<file path="src/rtl/tout_defines.vh">
/*
 * constants of the timing output block: register offsets, field positions,
 * reset values, selector codes and timing figures.
 * assumes inclusion by bare name from the design files.
 */
`ifndef TOUT_DEFINES_VH
`define TOUT_DEFINES_VH
// ----------------------------------------
// register offsets
// ----------------------------------------
`define TOUT_A_LOCK_UPD 12'h016
`define TOUT_A_VNUM_LO 12'h020
`define TOUT_A_VNUM_HI 12'h021
`define TOUT_A_VDEN_LO 12'h022
`define TOUT_A_VDEN_HI 12'h023
`define TOUT_A_AUD_CTL 12'h031
`define TOUT_A_ANUM_LO 12'h033
`define TOUT_A_ANUM_HI 12'h034
`define TOUT_A_ADEN_LO 12'h035
`define TOUT_A_ADEN_HI 12'h036
`define TOUT_A_AMUL_BASE 12'h03f
`define TOUT_A_SEL_BASE 12'h043
`define TOUT_A_POL 12'h04b
`define TOUT_A_CT_BASE 12'h04e
`define TOUT_A_UP_BASE 12'h057
`define TOUT_A_STATUS 12'h0f0
// ----------------------------------------
// counts and fields
// ----------------------------------------
`define TOUT_AMUL_NUM 12'h003
`define TOUT_SEL_NUM 12'h008
`define TOUT_CT_NUM 12'h008
`define TOUT_UP_NUM 12'h014
`define TOUT_UP_REGS 5
`define TOUT_UPD_BIT 6
`define TOUT_TRIPLE_BIT 5
`define TOUT_SEL_DRV_BIT 4
`define TOUT_UPC_POL 0
`define TOUT_UPC_AND 1
`define TOUT_UPC_OR 2
`define TOUT_UPC_XOR 3
`define TOUT_FMT_CUSTOM 6'h3e
`define TOUT_RST_WORD 16'h0000
`define TOUT_RST_SEL 32'h87654321
// ----------------------------------------
// selector codes
// ----------------------------------------
`define TOUT_SEL_HIZ 4'h0
`define TOUT_SEL_RSV0 4'h9
`define TOUT_SEL_AUDIO 4'ha
`define TOUT_SEL_RSV1 4'hf
// ----------------------------------------
// timing figures
// ----------------------------------------
`define TOUT_CLK_MHZ 250
`define TOUT_REF_MAX_US 2400
`define TOUT_FIN_KHZ 27000
`define TOUT_FMIN_KHZ 13500
`define TOUT_FMAX_KHZ 165000
`endif

</file>
<file path="src/rtl/tout_timing_out.v">
/*
 * timing output block: four user pulses, eight-pin crosspoint with drive
 * and polarity, custom clock ratio shadows with update toggles, custom
 * format timing loading and the custom reference period check.
 * assumes preset timing inputs and pclk_en come from logic on clk, and a
 * host port that presents one register access per cycle.
 */
`timescale 1ns/1ps
`include "tout_defines.vh"
module tout_timing_out
#(
  parameter HAS_AUDIO = 1,
  parameter [31:0] DEF_SEL = `TOUT_RST_SEL,
  parameter REF_MAX_CYC = `TOUT_REF_MAX_US * `TOUT_CLK_MHZ
)
(
  input wire clk,
  input wire nrst,
  input wire pclk_en,
  input wire [5:0] video_format_select,
  input wire interlaced,
  input wire pre_hsync,
  input wire pre_hblank,
  input wire pre_vsync,
  input wire pre_vblank,
  input wire fsync,
  input wire fdigital,
  input wire ten_field_marker,
  input wire active_video_flag,
  input wire audio_frame_pulse,
  input wire ref_hsync,
  input wire host_wr,
  input wire host_rd,
  input wire [11:0] host_addr,
  input wire [15:0] host_wdata,
  output wire [15:0] host_rdata,
  output wire host_rvalid,
  output wire [7:0] tout_o,
  output wire [7:0] tout_oe_n,
  output wire [7:0] tout_drive_hi,
  output wire [31:0] video_ratio_num,
  output wire [31:0] video_ratio_den,
  output wire [31:0] audio_ratio_num,
  output wire [31:0] audio_ratio_den,
  output wire [5:0] audio_mult_sel,
  output wire triple_rate_audio_enable,
  output wire video_ratio_range_err,
  output wire custom_timing_active,
  output wire ref_stable
);
  // ----------------------------------------
  // registers
  // ----------------------------------------
  localparam [19:0] REF_MAX = REF_MAX_CYC[19:0];
  integer i;
  reg [15:0] lock_r, aud_ctl_r, pol_r;
  reg [31:0] vnum_sh_r, vden_sh_r, anum_sh_r, aden_sh_r;
  reg [31:0] vnum_r, vden_r, anum_r, aden_r;
  reg [15:0] amul_r [0:2];
  reg [15:0] sel_r [0:7];
  reg [15:0] ct_sh_r [0:7];
  reg [15:0] ct_r [0:7];
  reg [15:0] up_r [0:19];
  reg vupd_seen_r, aupd_seen_r;
  reg [7:0] ct_mask_r;
  reg custom_run_r;
  reg [5:0] fmt_m_r, fmt_r, fmt_prev_r;
  wire is_custom = (fmt_r == `TOUT_FMT_CUSTOM);
  wire enter_custom = is_custom && (fmt_prev_r != `TOUT_FMT_CUSTOM);
  wire [11:0] amul_off = host_addr - `TOUT_A_AMUL_BASE;
  wire [11:0] sel_off = host_addr - `TOUT_A_SEL_BASE;
  wire [11:0] ct_off = host_addr - `TOUT_A_CT_BASE;
  wire [11:0] up_off = host_addr - `TOUT_A_UP_BASE;
  wire amul_hit = (host_addr >= `TOUT_A_AMUL_BASE) && (amul_off < `TOUT_AMUL_NUM);
  wire sel_hit = (host_addr >= `TOUT_A_SEL_BASE) && (sel_off < `TOUT_SEL_NUM);
  wire ct_hit = (host_addr >= `TOUT_A_CT_BASE) && (ct_off < `TOUT_CT_NUM);
  wire up_hit = (host_addr >= `TOUT_A_UP_BASE) && (up_off < `TOUT_UP_NUM);
  // only writable while the custom format is selected
  wire ct_wr = host_wr && ct_hit && is_custom;
  reg [7:0] ct_mask_nxt;

  always @*
  begin
    // set wins over the entry clear
    ct_mask_nxt = enter_custom ? 8'h00 : ct_mask_r;
    if (ct_wr)
    begin
      ct_mask_nxt[ct_off[2:0]] = 1'b1;
    end
  end

  always @(posedge clk)
  begin
    if (!nrst)
    begin
      lock_r <= `TOUT_RST_WORD;
      aud_ctl_r <= `TOUT_RST_WORD;
      pol_r <= `TOUT_RST_WORD;
      vnum_sh_r <= 32'h00000000;
      vden_sh_r <= 32'h00000000;
      anum_sh_r <= 32'h00000000;
      aden_sh_r <= 32'h00000000;
      vnum_r <= 32'h00000000;
      vden_r <= 32'h00000000;
      anum_r <= 32'h00000000;
      aden_r <= 32'h00000000;
      vupd_seen_r <= 1'b0;
      aupd_seen_r <= 1'b0;
      ct_mask_r <= 8'h00;
      custom_run_r <= 1'b0;
      fmt_m_r <= 6'h00;
      fmt_r <= 6'h00;
      fmt_prev_r <= 6'h00;
      for (i = 0; i < 3; i = i + 1)
        amul_r[i] <= `TOUT_RST_WORD;
      for (i = 0; i < 8; i = i + 1)
      begin
        sel_r[i] <= {12'h000, DEF_SEL[i*4 +: 4]};
        ct_sh_r[i] <= `TOUT_RST_WORD;
        ct_r[i] <= `TOUT_RST_WORD;
      end
      for (i = 0; i < 20; i = i + 1)
        up_r[i] <= `TOUT_RST_WORD;
    end
    else
    begin
      fmt_m_r <= video_format_select;
      fmt_r <= fmt_m_r;
      fmt_prev_r <= fmt_r;
      if (host_wr)
      begin
        case (host_addr)
          `TOUT_A_LOCK_UPD: lock_r <= host_wdata;
          `TOUT_A_VNUM_LO: vnum_sh_r[15:0] <= host_wdata;
          `TOUT_A_VNUM_HI: vnum_sh_r[31:16] <= host_wdata;
          `TOUT_A_VDEN_LO: vden_sh_r[15:0] <= host_wdata;
          `TOUT_A_VDEN_HI: vden_sh_r[31:16] <= host_wdata;
          `TOUT_A_AUD_CTL: aud_ctl_r <= host_wdata;
          `TOUT_A_ANUM_LO: anum_sh_r[15:0] <= host_wdata;
          `TOUT_A_ANUM_HI: anum_sh_r[31:16] <= host_wdata;
          `TOUT_A_ADEN_LO: aden_sh_r[15:0] <= host_wdata;
          `TOUT_A_ADEN_HI: aden_sh_r[31:16] <= host_wdata;
          `TOUT_A_POL: pol_r <= host_wdata;
          default:
          begin
            if (amul_hit)
              amul_r[amul_off[1:0]] <= host_wdata;
            if (sel_hit)
              sel_r[sel_off[2:0]] <= host_wdata;
            if (ct_wr)
              ct_sh_r[ct_off[2:0]] <= host_wdata;
            if (up_hit)
              up_r[up_off[4:0]] <= host_wdata;
          end
        endcase
      end
      // ratios are held in shadows until the update bit flips
      if (lock_r[`TOUT_UPD_BIT] != vupd_seen_r)
      begin
        vupd_seen_r <= lock_r[`TOUT_UPD_BIT];
        vnum_r <= vnum_sh_r;
        vden_r <= vden_sh_r;
      end
      if (aud_ctl_r[`TOUT_UPD_BIT] != aupd_seen_r)
      begin
        aupd_seen_r <= aud_ctl_r[`TOUT_UPD_BIT];
        anum_r <= anum_sh_r;
        aden_r <= aden_sh_r;
      end
      // previous timing runs until all eight are written
      if (!is_custom || enter_custom)
        custom_run_r <= 1'b0;
      if (is_custom && (ct_mask_nxt == 8'hff))
      begin
        for (i = 0; i < 8; i = i + 1)
          ct_r[i] <= ct_sh_r[i];
        ct_r[ct_off[2:0]] <= host_wdata;
        custom_run_r <= 1'b1;
        ct_mask_r <= 8'h00;
      end
      else
        ct_mask_r <= ct_mask_nxt;
    end
  end

  // ----------------------------------------
  // video ratio range check
  // ----------------------------------------
  // limit is on the delivered ratio; output dividers reach 3.375 MHz outside
  wire [63:0] v_fout = {32'h00000000, vnum_r} * `TOUT_FIN_KHZ;
  wire [63:0] v_lo = {32'h00000000, vden_r} * `TOUT_FMIN_KHZ;
  wire [63:0] v_hi = {32'h00000000, vden_r} * `TOUT_FMAX_KHZ;
  reg vrange_err_r;
  always @(posedge clk)
  begin
    if (!nrst)
      vrange_err_r <= 1'b0;
    else
      vrange_err_r <= (vden_r == 32'h00000000) || (v_fout < v_lo) || (v_fout > v_hi);
  end

  // ----------------------------------------
  // custom timing generator
  // ----------------------------------------
  // only the period follows the clock; counts stay as programmed
  reg [15:0] chc_r, clc_r;
  wire h_wrap = (chc_r >= ct_r[0]);
  always @(posedge clk)
  begin
    if (!nrst || !custom_run_r)
    begin
      chc_r <= 16'h0001;
      clc_r <= 16'h0001;
    end
    else if (pclk_en)
    begin
      chc_r <= h_wrap ? 16'h0001 : chc_r + 16'h0001;
      if (h_wrap)
        clc_r <= (clc_r >= ct_r[3]) ? 16'h0001 : clc_r + 16'h0001;
    end
  end
  wire c_hsync = (chc_r <= ct_r[1]);
  wire c_hblank = (chc_r <= ct_r[2]);
  wire c_vblank = (clc_r <= ct_r[5]);
  wire [15:0] vs_first = ct_r[7] + 16'h0001;
  wire c_vsync = (clc_r >= vs_first) && (clc_r < vs_first + ct_r[4]);
  wire s_hsync = custom_run_r ? c_hsync : pre_hsync;
  wire s_hblank = custom_run_r ? c_hblank : pre_hblank;
  wire s_vsync = custom_run_r ? c_vsync : pre_vsync;
  wire s_vblank = custom_run_r ? c_vblank : pre_vblank;
  wire s_de = custom_run_r ? (!c_hblank && !c_vblank) : active_video_flag;

  // ----------------------------------------
  // user pulses
  // ----------------------------------------
  reg [15:0] hcnt_r, lcnt_r;
  reg hb_prev_r, vb_prev_r;
  always @(posedge clk)
  begin
    if (!nrst)
    begin
      hcnt_r <= 16'h0000;
      lcnt_r <= 16'h0000;
      hb_prev_r <= 1'b0;
      vb_prev_r <= 1'b0;
    end
    else if (pclk_en)
    begin
      hb_prev_r <= s_hblank;
      // counts start at 1 on the blanking leading edges
      hcnt_r <= (s_hblank && !hb_prev_r) ? 16'h0001 : hcnt_r + 16'h0001;
      if (s_hblank && !hb_prev_r)
      begin
        vb_prev_r <= s_vblank;
        lcnt_r <= (s_vblank && !vb_prev_r) ? 16'h0001 : lcnt_r + 16'h0001;
      end
    end
  end

  wire even_field = interlaced && fdigital;
  reg [3:0] user_r;
  genvar g;
  generate
    for (g = 0; g < 4; g = g + 1)
    begin : g_user
      wire [15:0] hs = up_r[g*`TOUT_UP_REGS];
      wire [15:0] he = up_r[g*`TOUT_UP_REGS+1];
      wire [15:0] vs = up_r[g*`TOUT_UP_REGS+2];
      wire [15:0] ve = up_r[g*`TOUT_UP_REGS+3];
      wire [15:0] ctl = up_r[g*`TOUT_UP_REGS+4];
      // a start of 1 is inclusive, so pixel 2 can never open a pulse
      wire h_win = (hs == 16'h0001) ? (hcnt_r >= hs && hcnt_r <= he) : (hcnt_r > hs && hcnt_r <= he);
      wire [15:0] vs_e = even_field ? vs - 16'h0001 : vs;
      wire [15:0] ve_e = even_field ? ve - 16'h0001 : ve;
      wire v_win = (lcnt_r >= vs_e) && (lcnt_r <= ve_e);
      wire act = ctl[`TOUT_UPC_AND] ? (h_win && v_win) :
                 ctl[`TOUT_UPC_OR] ? (h_win || v_win) :
                 ctl[`TOUT_UPC_XOR] ? (h_win ^ v_win) : h_win;
      always @(posedge clk)
      begin
        if (!nrst)
          user_r[g] <= 1'b1;
        else
          user_r[g] <= ctl[`TOUT_UPC_POL] ? act : !act;
      end
    end
  endgenerate

  // ----------------------------------------
  // crosspoint
  // ----------------------------------------
  wire afs_src = (HAS_AUDIO != 0) ? audio_frame_pulse : 1'b0;
  wire [15:0] src = {1'b0, user_r, afs_src, 1'b0, s_de, ten_field_marker, fdigital, fsync,
                     s_vblank, s_vsync, s_hblank, s_hsync, 1'b0};
  reg [7:0] tout_r, oe_n_r, drv_r;
  generate
    for (g = 0; g < 8; g = g + 1)
    begin : g_pin
      wire [3:0] code = sel_r[g][3:0];
      wire hiz = (code == `TOUT_SEL_HIZ) || (code == `TOUT_SEL_RSV0) || (code == `TOUT_SEL_RSV1) ||
                 ((code == `TOUT_SEL_AUDIO) && (HAS_AUDIO == 0));
      always @(posedge clk)
      begin
        if (!nrst)
        begin
          tout_r[g] <= 1'b0;
          oe_n_r[g] <= 1'b1;
          drv_r[g] <= 1'b0;
        end
        else
        begin
          tout_r[g] <= src[code] ^ pol_r[g];
          oe_n_r[g] <= hiz;
          drv_r[g] <= sel_r[g][`TOUT_SEL_DRV_BIT];
        end
      end
    end
  endgenerate

  // ----------------------------------------
  // custom reference check
  // ----------------------------------------
  reg ref_m_r, ref_s_r, ref_d_r, stable_r;
  reg [19:0] per_r, last_r;
  wire ref_rise = ref_s_r && !ref_d_r;
  wire [19:0] per_diff = (per_r > last_r) ? per_r - last_r : last_r - per_r;
  always @(posedge clk)
  begin
    if (!nrst)
    begin
      ref_m_r <= 1'b0;
      ref_s_r <= 1'b0;
      ref_d_r <= 1'b0;
      stable_r <= 1'b0;
      per_r <= 20'h00000;
      last_r <= 20'h00000;
    end
    else
    begin
      ref_m_r <= ref_hsync;
      ref_s_r <= ref_m_r;
      ref_d_r <= ref_s_r;
      if (ref_rise)
      begin
        per_r <= 20'h00001;
        last_r <= per_r;
        // one cycle of jitter tolerated between periods
        stable_r <= (per_r < REF_MAX) && (per_diff <= 20'h00001);
      end
      else if (per_r >= REF_MAX)
        stable_r <= 1'b0;
      else
        per_r <= per_r + 20'h00001;
    end
  end

  // ----------------------------------------
  // read back
  // ----------------------------------------
  reg [15:0] rd_nxt, rdata_r;
  reg rvalid_r;
  always @*
  begin
    case (host_addr)
      `TOUT_A_LOCK_UPD: rd_nxt = lock_r;
      `TOUT_A_VNUM_LO: rd_nxt = vnum_sh_r[15:0];
      `TOUT_A_VNUM_HI: rd_nxt = vnum_sh_r[31:16];
      `TOUT_A_VDEN_LO: rd_nxt = vden_sh_r[15:0];
      `TOUT_A_VDEN_HI: rd_nxt = vden_sh_r[31:16];
      `TOUT_A_AUD_CTL: rd_nxt = aud_ctl_r;
      `TOUT_A_ANUM_LO: rd_nxt = anum_sh_r[15:0];
      `TOUT_A_ANUM_HI: rd_nxt = anum_sh_r[31:16];
      `TOUT_A_ADEN_LO: rd_nxt = aden_sh_r[15:0];
      `TOUT_A_ADEN_HI: rd_nxt = aden_sh_r[31:16];
      `TOUT_A_POL: rd_nxt = pol_r;
      `TOUT_A_STATUS: rd_nxt = {5'h00, ct_mask_r, vrange_err_r, stable_r, custom_run_r};
      default:
      begin
        rd_nxt = 16'h0000;
        if (amul_hit)
          rd_nxt = amul_r[amul_off[1:0]];
        if (sel_hit)
          rd_nxt = sel_r[sel_off[2:0]];
        if (ct_hit)
          rd_nxt = ct_sh_r[ct_off[2:0]];
        if (up_hit)
          rd_nxt = up_r[up_off[4:0]];
      end
    endcase
  end

  always @(posedge clk)
  begin
    if (!nrst)
    begin
      rdata_r <= 16'h0000;
      rvalid_r <= 1'b0;
    end
    else
    begin
      rvalid_r <= host_rd;
      if (host_rd)
        rdata_r <= rd_nxt;
    end
  end

  assign host_rdata = rdata_r;
  assign host_rvalid = rvalid_r;
  assign tout_o = tout_r;
  assign tout_oe_n = oe_n_r;
  assign tout_drive_hi = drv_r;
  assign video_ratio_num = vnum_r;
  assign video_ratio_den = vden_r;
  assign audio_ratio_num = anum_r;
  assign audio_ratio_den = aden_r;
  assign audio_mult_sel = {amul_r[2][1:0], amul_r[1][1:0], amul_r[0][1:0]};
  assign triple_rate_audio_enable = aud_ctl_r[`TOUT_TRIPLE_BIT];
  assign video_ratio_range_err = vrange_err_r;
  assign custom_timing_active = custom_run_r;
  assign ref_stable = stable_r;
endmodule

</file>
<file path="config.mk">
export PLATFORM = sky130hd
export DESIGN_NAME = tout_timing_out
export DESIGN_NICKNAME = d
export VERILOG_FILES = /design/src/rtl/tout_timing_out.v
export VERILOG_INCLUDE_DIRS = /design/src /design/src/rtl
export SDC_FILE = /design/constraint.sdc
export NUM_CORES = 2
export LEC_CHECK = 0
export BUFFER_PORTS_ARGS = -buffer_cell sky130_fd_sc_hd__buf_2
export CAP_MARGIN = 25
export CORE_ASPECT_RATIO = 0.7
export CORE_UTILIZATION = 45
export DETAILED_ROUTE_END_ITERATION = 12
export REMOVE_ABC_BUFFERS = 1
export SETUP_SLACK_MARGIN = 0.2
export SLEW_MARGIN = 20
export SYNTH_ARGS = -nofsm -noshare
export SYNTH_HDL_FRONTEND = slang
export SYNTH_SLANG_ARGS = --single-unit
</file>
<file path="constraint.sdc">
create_clock -name clk -period 9.1 [get_ports clk]
set_input_delay 0.91 -clock clk [delete_from_list [all_inputs] [get_ports clk]]
set_output_delay 0.91 -clock clk [all_outputs]
set_load 0.01 [all_outputs]
</file>
### After elaboration in Yosys (flattened, before gate mapping)

Memories as Yosys holds them, arrays and structs flattened.
Index checks and enable logic that the tools add are counted.

| storage, ports and cells | value |
|---|---|
| input bits | 50 |
| word-level logic and storage cells | 418 |
| memories | 5 |
| output and inout bits | 179 |
| flip-flop bits (word level) | 489 |
| memory bits (writable) | 752 |

| operators by class | value |
|---|---|
| $mul | 3 |
| reduce and logical (&&, ||, !) cells | 99 |
| order comparisons | 51 |
| equal/unequal tests | 38 |
| bitwise operators | 22 |
| multiplexer cells | 113 |
| add/subtract/negate cells | 21 |

Memory list:

| name | depth | bits a word | rd ports | clocked after Yosys merged registers in | write ports | line | RTL |
|---|---|---|---|---|---|---|---|
| up_r | 20 | 16 | 21 | 0 | 20 | tout_timing_out.v:63 | `reg [15:0] up_r [0:19];` |
| ct_r | 8 | 16 | 7 | 0 | 9 | tout_timing_out.v:62 | `reg [15:0] ct_r [0:7];` |
| ct_sh_r | 8 | 16 | 9 | 0 | 8 | tout_timing_out.v:61 | `reg [15:0] ct_sh_r [0:7];` |
| sel_r | 8 | 16 | 9 | 0 | 8 | tout_timing_out.v:60 | `reg [15:0] sel_r [0:7];` |
| amul_r | 3 | 16 | 4 | 0 | 3 | tout_timing_out.v:59 | `reg [15:0] amul_r [0:2];` |

Operators by type and width:

| kind | count |
|---|---|
| two-way mux 16 bit | 28 |
| one-hot mux 16 bit (12 select lines) | 1 |
| greater-or-equal comparator 16 bit | 11 |
| less-or-equal comparator 16 bit | 11 |
| subtractor 16 x 1 -> 16 bit (second input constant) | 8 |
| equality test 12 x 6 -> 1 bit (second input constant) | 9 |
| multiplier 32 x 12 -> 44 bit (second input constant) | 2 |
| adder 16 x 1 -> 16 bit (second input constant) | 5 |
| two-way mux 1 bit | 68 |
| equality test 16 x 1 -> 1 bit (second input constant) | 4 |
| equality test 4 bit (second input constant) | 16 |
| > comparator 16 bit | 4 |
| OR reduction 16 bit | 4 |
| > comparator 47 x 50 -> 1 bit | 1 |
| less-than comparator 47 x 46 -> 1 bit | 1 |
| multiplier 32 x 15 -> 47 bit (second input constant) | 1 |
| less-than comparator 4 x 5 -> 1 bit (second input constant) | 8 |
| subtractor 20 bit | 2 |
| greater-or-equal comparator 12 x 7 -> 1 bit (second input constant) | 3 |
| subtractor 12 x 7 -> 12 bit (second input constant) | 3 |
| binary-select mux 1 bit (select 4 bit) | 8 |
| logical AND 1 bit | 32 |
| logical NOT 32 bit | 1 |
| logical NOT 4 bit | 8 |
| 38 further kinds | 108 |

### Logic depth before layout (Yosys ltp)

| logic depth | value |
|---|---|
| word-level depth | 13 |
| depth in mapped cells | 35 |
| gate-level depth less buffers | 35 |

### Worst setup path before layout

Ideal clock, no wire load.

| path | value |
|---|---|
| path kind | flip-flop to flip-flop |
| start point | reg vden_r[3], in the netlist video_ratio_den[3] |
| end point | reg vrange_err_r, in the netlist video_ratio_range_err |
| clock period less this slack | 7,786 ps |
| data required time | 9,008 ps |
| buffers on the path | 0 |
| slack | 1,314 ps |
| setup time | 92 ps |
| data arrival time | 7,694 ps |
| stages on the path, launching flop included | 34 |
| cell sequence | dfxtp_1 inv_1 ha_1 inv_1 fa_1 fa_1 inv_1 fa_1 inv_1 fa_1 inv_1 ha_1 a21oi_1 o21bai_1 a21o_1 o31ai_1 o31ai_1 a211o_1 a21oi_1 o21ai_0 a21oi_1 xor2_1 ha_1 a211o_1 a221oi_1 o2111ai_1 nor2_1 a21oi_1 or2_2 maj3_1 a221oi_1 o22ai_1 o22a_1 o32ai_1 |

| on the way | value |
|---|---|
| cells in the longest elaborated chain, start to end | 4 |
| elaborated cells between the ends (all ways) | 7 |
| those cells by class | mul (2); order compare (2); reduce/logical (3) |

Ends and longest elaborated chain:

| what | line | RTL |
|---|---|---|
| start, declared | tout_timing_out.v:58 | `reg [31:0] vnum_r, vden_r, anum_r, aden_r;` |
| start signal, assigned | tout_timing_out.v:162 | `vden_r <= vden_sh_r;` |
| multiplier 32 x 12 -> 44 bit (no line) | - |  |
| less-than comparator 47 x 46 -> 1 bit | tout_timing_out.v:199 | `vrange_err_r <= (vden_r == 32'h00000000) \|\| (v_fout < v_lo) \|\| (v_fout > v_hi);` |
| logical OR 1 bit | tout_timing_out.v:199 |  |
| logical OR 1 bit (*) | tout_timing_out.v:199 |  |
| end signal, assigned | tout_timing_out.v:199 |  |
| end, declared | tout_timing_out.v:193 | `reg vrange_err_r;` |

Mark *: on every way between the ends. The rest lies on a longest branch, timed or not.
A chain may end at the register's enable or synchronous reset.

### Worst setup path after layout

| path | value |
|---|---|
| start point | reg vden_r[7], in the netlist video_ratio_den[7] |
| end point | reg vrange_err_r, in the netlist video_ratio_range_err |

The elaborated chain is that of the path after synthesis.

==> reports/qor.txt <==
sequential share of the synthesized area - 37.84%
I/O Pins - 229
Final Hold Slack - 0.3007 ns
via count - 76610
ys flop type - edfxtp_1
Syn Std Cell Area - 100300 µm²
synthesized netlist cell count - 9882
CTS Buf Count - 159
gpl congestion - 1.004
Max rail drop VDD - 0.1289 mV
multi-input combinational cell area - 57200 µm²
Util after Layout - 50.33%
Distinct cells, synth - 96
DPL Wire Length - 254.3 mm
Hold Crit Class - in2reg
setup violators final - 0
Tmin final - 8.515 ns
MaxCap Viol Count - 0
Initial Util - 45.45%
crit-path max cell delay - 0.73 ns
final worst slack - 0.5850 ns
initial antenna violation count - 37
Reg2Reg Setup Slack - 0.59 ns
Slew Viols, Final - 0
worst path required time - 9.82 ns
CTS clk-pin slew, worst paths - 0.07 ns
# DRC - 0
IO Port Bufs - 228
Die Y - 397.0 µm
die width - 566.3 µm
Yosys warnings - 0
FF+latch area - 37970 µm²
most common cell after layout, fill and taps aside - nand2_1
critical path fanouts, max - 12
Setup CP Type - reg2reg
WP data arrival - 9.23 ns
number of synthesized register bits - 1427
WL final - 336.9 mm
CTS H-tree lvls - 4
mean area per synthesized cell - 10.15 µm²
pin count of the biggest net entering global routing - 128
layout cells sized above 1 - 9.756%
Post-synth EDFFs - 938
CTS Buffer Depth - 4
crit start category - flop
P per Cell Area - 139.3 nW/µm²
Worst Skew - 0.05186 ns
row count - 144
die area - 224800 µm²
Leak - 48.02 nW
Nets - 11710
WL/cell - 25.47 µm
insertion delay to the later sink of the worst-skew pair - 0.84 ns
CTS tree - built
Crit. End Element - flop
Setup TNS - 0 ns
maximum clock frequency - 117.4 MHz
dpl ws - 0.2686 ns
core area - 220700 µm²
area delta synth->final - 10.74%
async set-reset flop share out of synthesis - 0%
outcome - finished clean
grt ovf - 0
Root Buffer - clkbuf_16
RSZ-0062 raised after global routing - false
DR pass1 iterations - 9
wire length of the first global-routing pass - 494.1 mm
Final period util - 93.57%
First DRT Iteration DRCs - 8657
antenna-violating nets left - 0
total power draw - 0.01547 W
most frequent cells in the layout - 1169 x nand2_1, 1119 x inv_1, 1060 x ha_1, 938 x edfxtp_1, 694 x a21oi_1
critical path's slowest cell - dfxtp_1
Slew @ Worst Pin - 1.119 ns
relative slew slack - 24.95%
clock sinks - 1427
Via density - 5.791
vias in the first global route - 73660
GR Util All Layers - 29.51%
Fillers - 20050
Hold Violations, Final - 0
[final cells by class]
| class | instances | share of cell area [%] |
|---|---|---|
| multi-input combinational | 7051 | 51.50 |
| sequential | 1427 | 34.18 |
| clock buffer | 219 | 4.114 |
| inverter | 1122 | 3.798 |
| tap | 2920 | 3.289 |
| timing repair buffer | 419 | 2.469 |
| clock inverter | 63 | 0.6353 |
| antenna | 9 | 0.02028 |
[cells in the mapped netlist, types with 97 or more instances]
library cell | instances | area [µm²]
dfxtp_1 | 489 | 9789
nand2_1 | 1169 | 4388
xnor2_1 | 231 | 2023
a21oi_1 | 694 | 3473
o21ai_0 | 262 | 1311
and2_1 | 623 | 3897
nand3_1 | 150 | 750.7
xor2_1 | 141 | 1235
a21o_1 | 188 | 1411
clkbuf_1 | 420 | 1577
nor2_1 | 356 | 1336
nand4_1 | 114 | 713.2
mux4_2 | 218 | 4910
ha_1 | 1061 | 13280
nor3_1 | 100 | 500.5
fa_1 | 418 | 8368
edfxtp_1 | 938 | 28170
inv_1 | 1120 | 4204
and3_1 | 97 | 606.8
[power by group]
part,leakage [nW],switching [W],internal (W)
Sequential,13.1,0.000182,0.00715
Combinational,32.3,0.000950,0.000513
Clock,2.60,0.00279,0.00389
[path summary, 6_finish.rpt]
check,startpoint,end,cells past startpoint
max reg2reg,video_ratio_den[7]$_SDFFE_PN0P_,video_ratio_range_err$_SDFF_PN0_,32
min reg2reg,fmt_m_r[2]$_SDFF_PN0_,fmt_r[2]$_SDFF_PN0_,1
max,video_ratio_den[7]$_SDFFE_PN0P_,video_ratio_range_err$_SDFF_PN0_,32
min,video_format_select[1],fmt_m_r[1]$_SDFF_PN0_,2
[critical path: cells and delay by family (launching register included)]
| kind | cells | cell delay, ns |
|---|---|---|
| fa+ha+maj | 8 | 3.44 |
| compound gates | 17 | 3.31 |
| flops | 1 | 0.73 |
| simple gates | 2 | 0.40 |
| buf+inv | 4 | 0.36 |
| xor+xnor | 1 | 0.22 |
[logic make-up after synthesis]
| group | count (synthesis) | share of synthesized area [%] |
|---|---|---|
| multiplexers | 306 | 5.788 |
| XOR/XNOR | 372 | 3.248 |
| AND/OR/NAND/NOR | 2964 | 14.53 |
| other | 1 | 0.003739 |
| AO/OA/AOI/OAI | 1726 | 10.89 |
| buffers and inverters | 1605 | 6.098 |
| adder cells (fa/ha/maj) | 1481 | 21.60 |
| flip-flops | 1427 | 37.84 |
[stage by stage]
stage | instances | instance area, µm²
3_5_place_dp | 12930 | 105600
6_report | 13230 | 111100
5_1_grt | 13230 | 111100
3_3_place_gp | 12920 | 105600
4_1_cts | 13210 | 110900
2_1_floorplan | 9600 | 99160
[metal layers]
metal	vias to the layer above	wire, µm	global-route usage [%]
met5	-	121	0
met3	522	31230	5.412
li1	34730	-	-
met2	3356	141000	42.92
met1	37980	150900	43.64
met4	20	13730	10.78
[registers in the layout, indices dropped and copies added (netlist names), 20 cells and up]
name / cells
up_r: 506
ct_sh_r: 128
sel_r: 128
ct_r: 112
amul_r: 64
aden_sh_r: 32
anum_sh_r: 32
audio_ratio_den: 32
audio_ratio_num: 32
vden_sh_r: 32
video_ratio_den: 32
video_ratio_num: 32
vnum_sh_r: 32
last_r: 20
per_r: 20
[what timing repair did]
item | CTS | global route
setup buffers | 0 | 1
hold endpoints to repair | 0 | 0
gates resized for setup | 0 | 11
setup endpoints to repair | 0 | 1
hold buffers | 0 | 0
No activity file was read; power rests on OpenSTA's default activity.
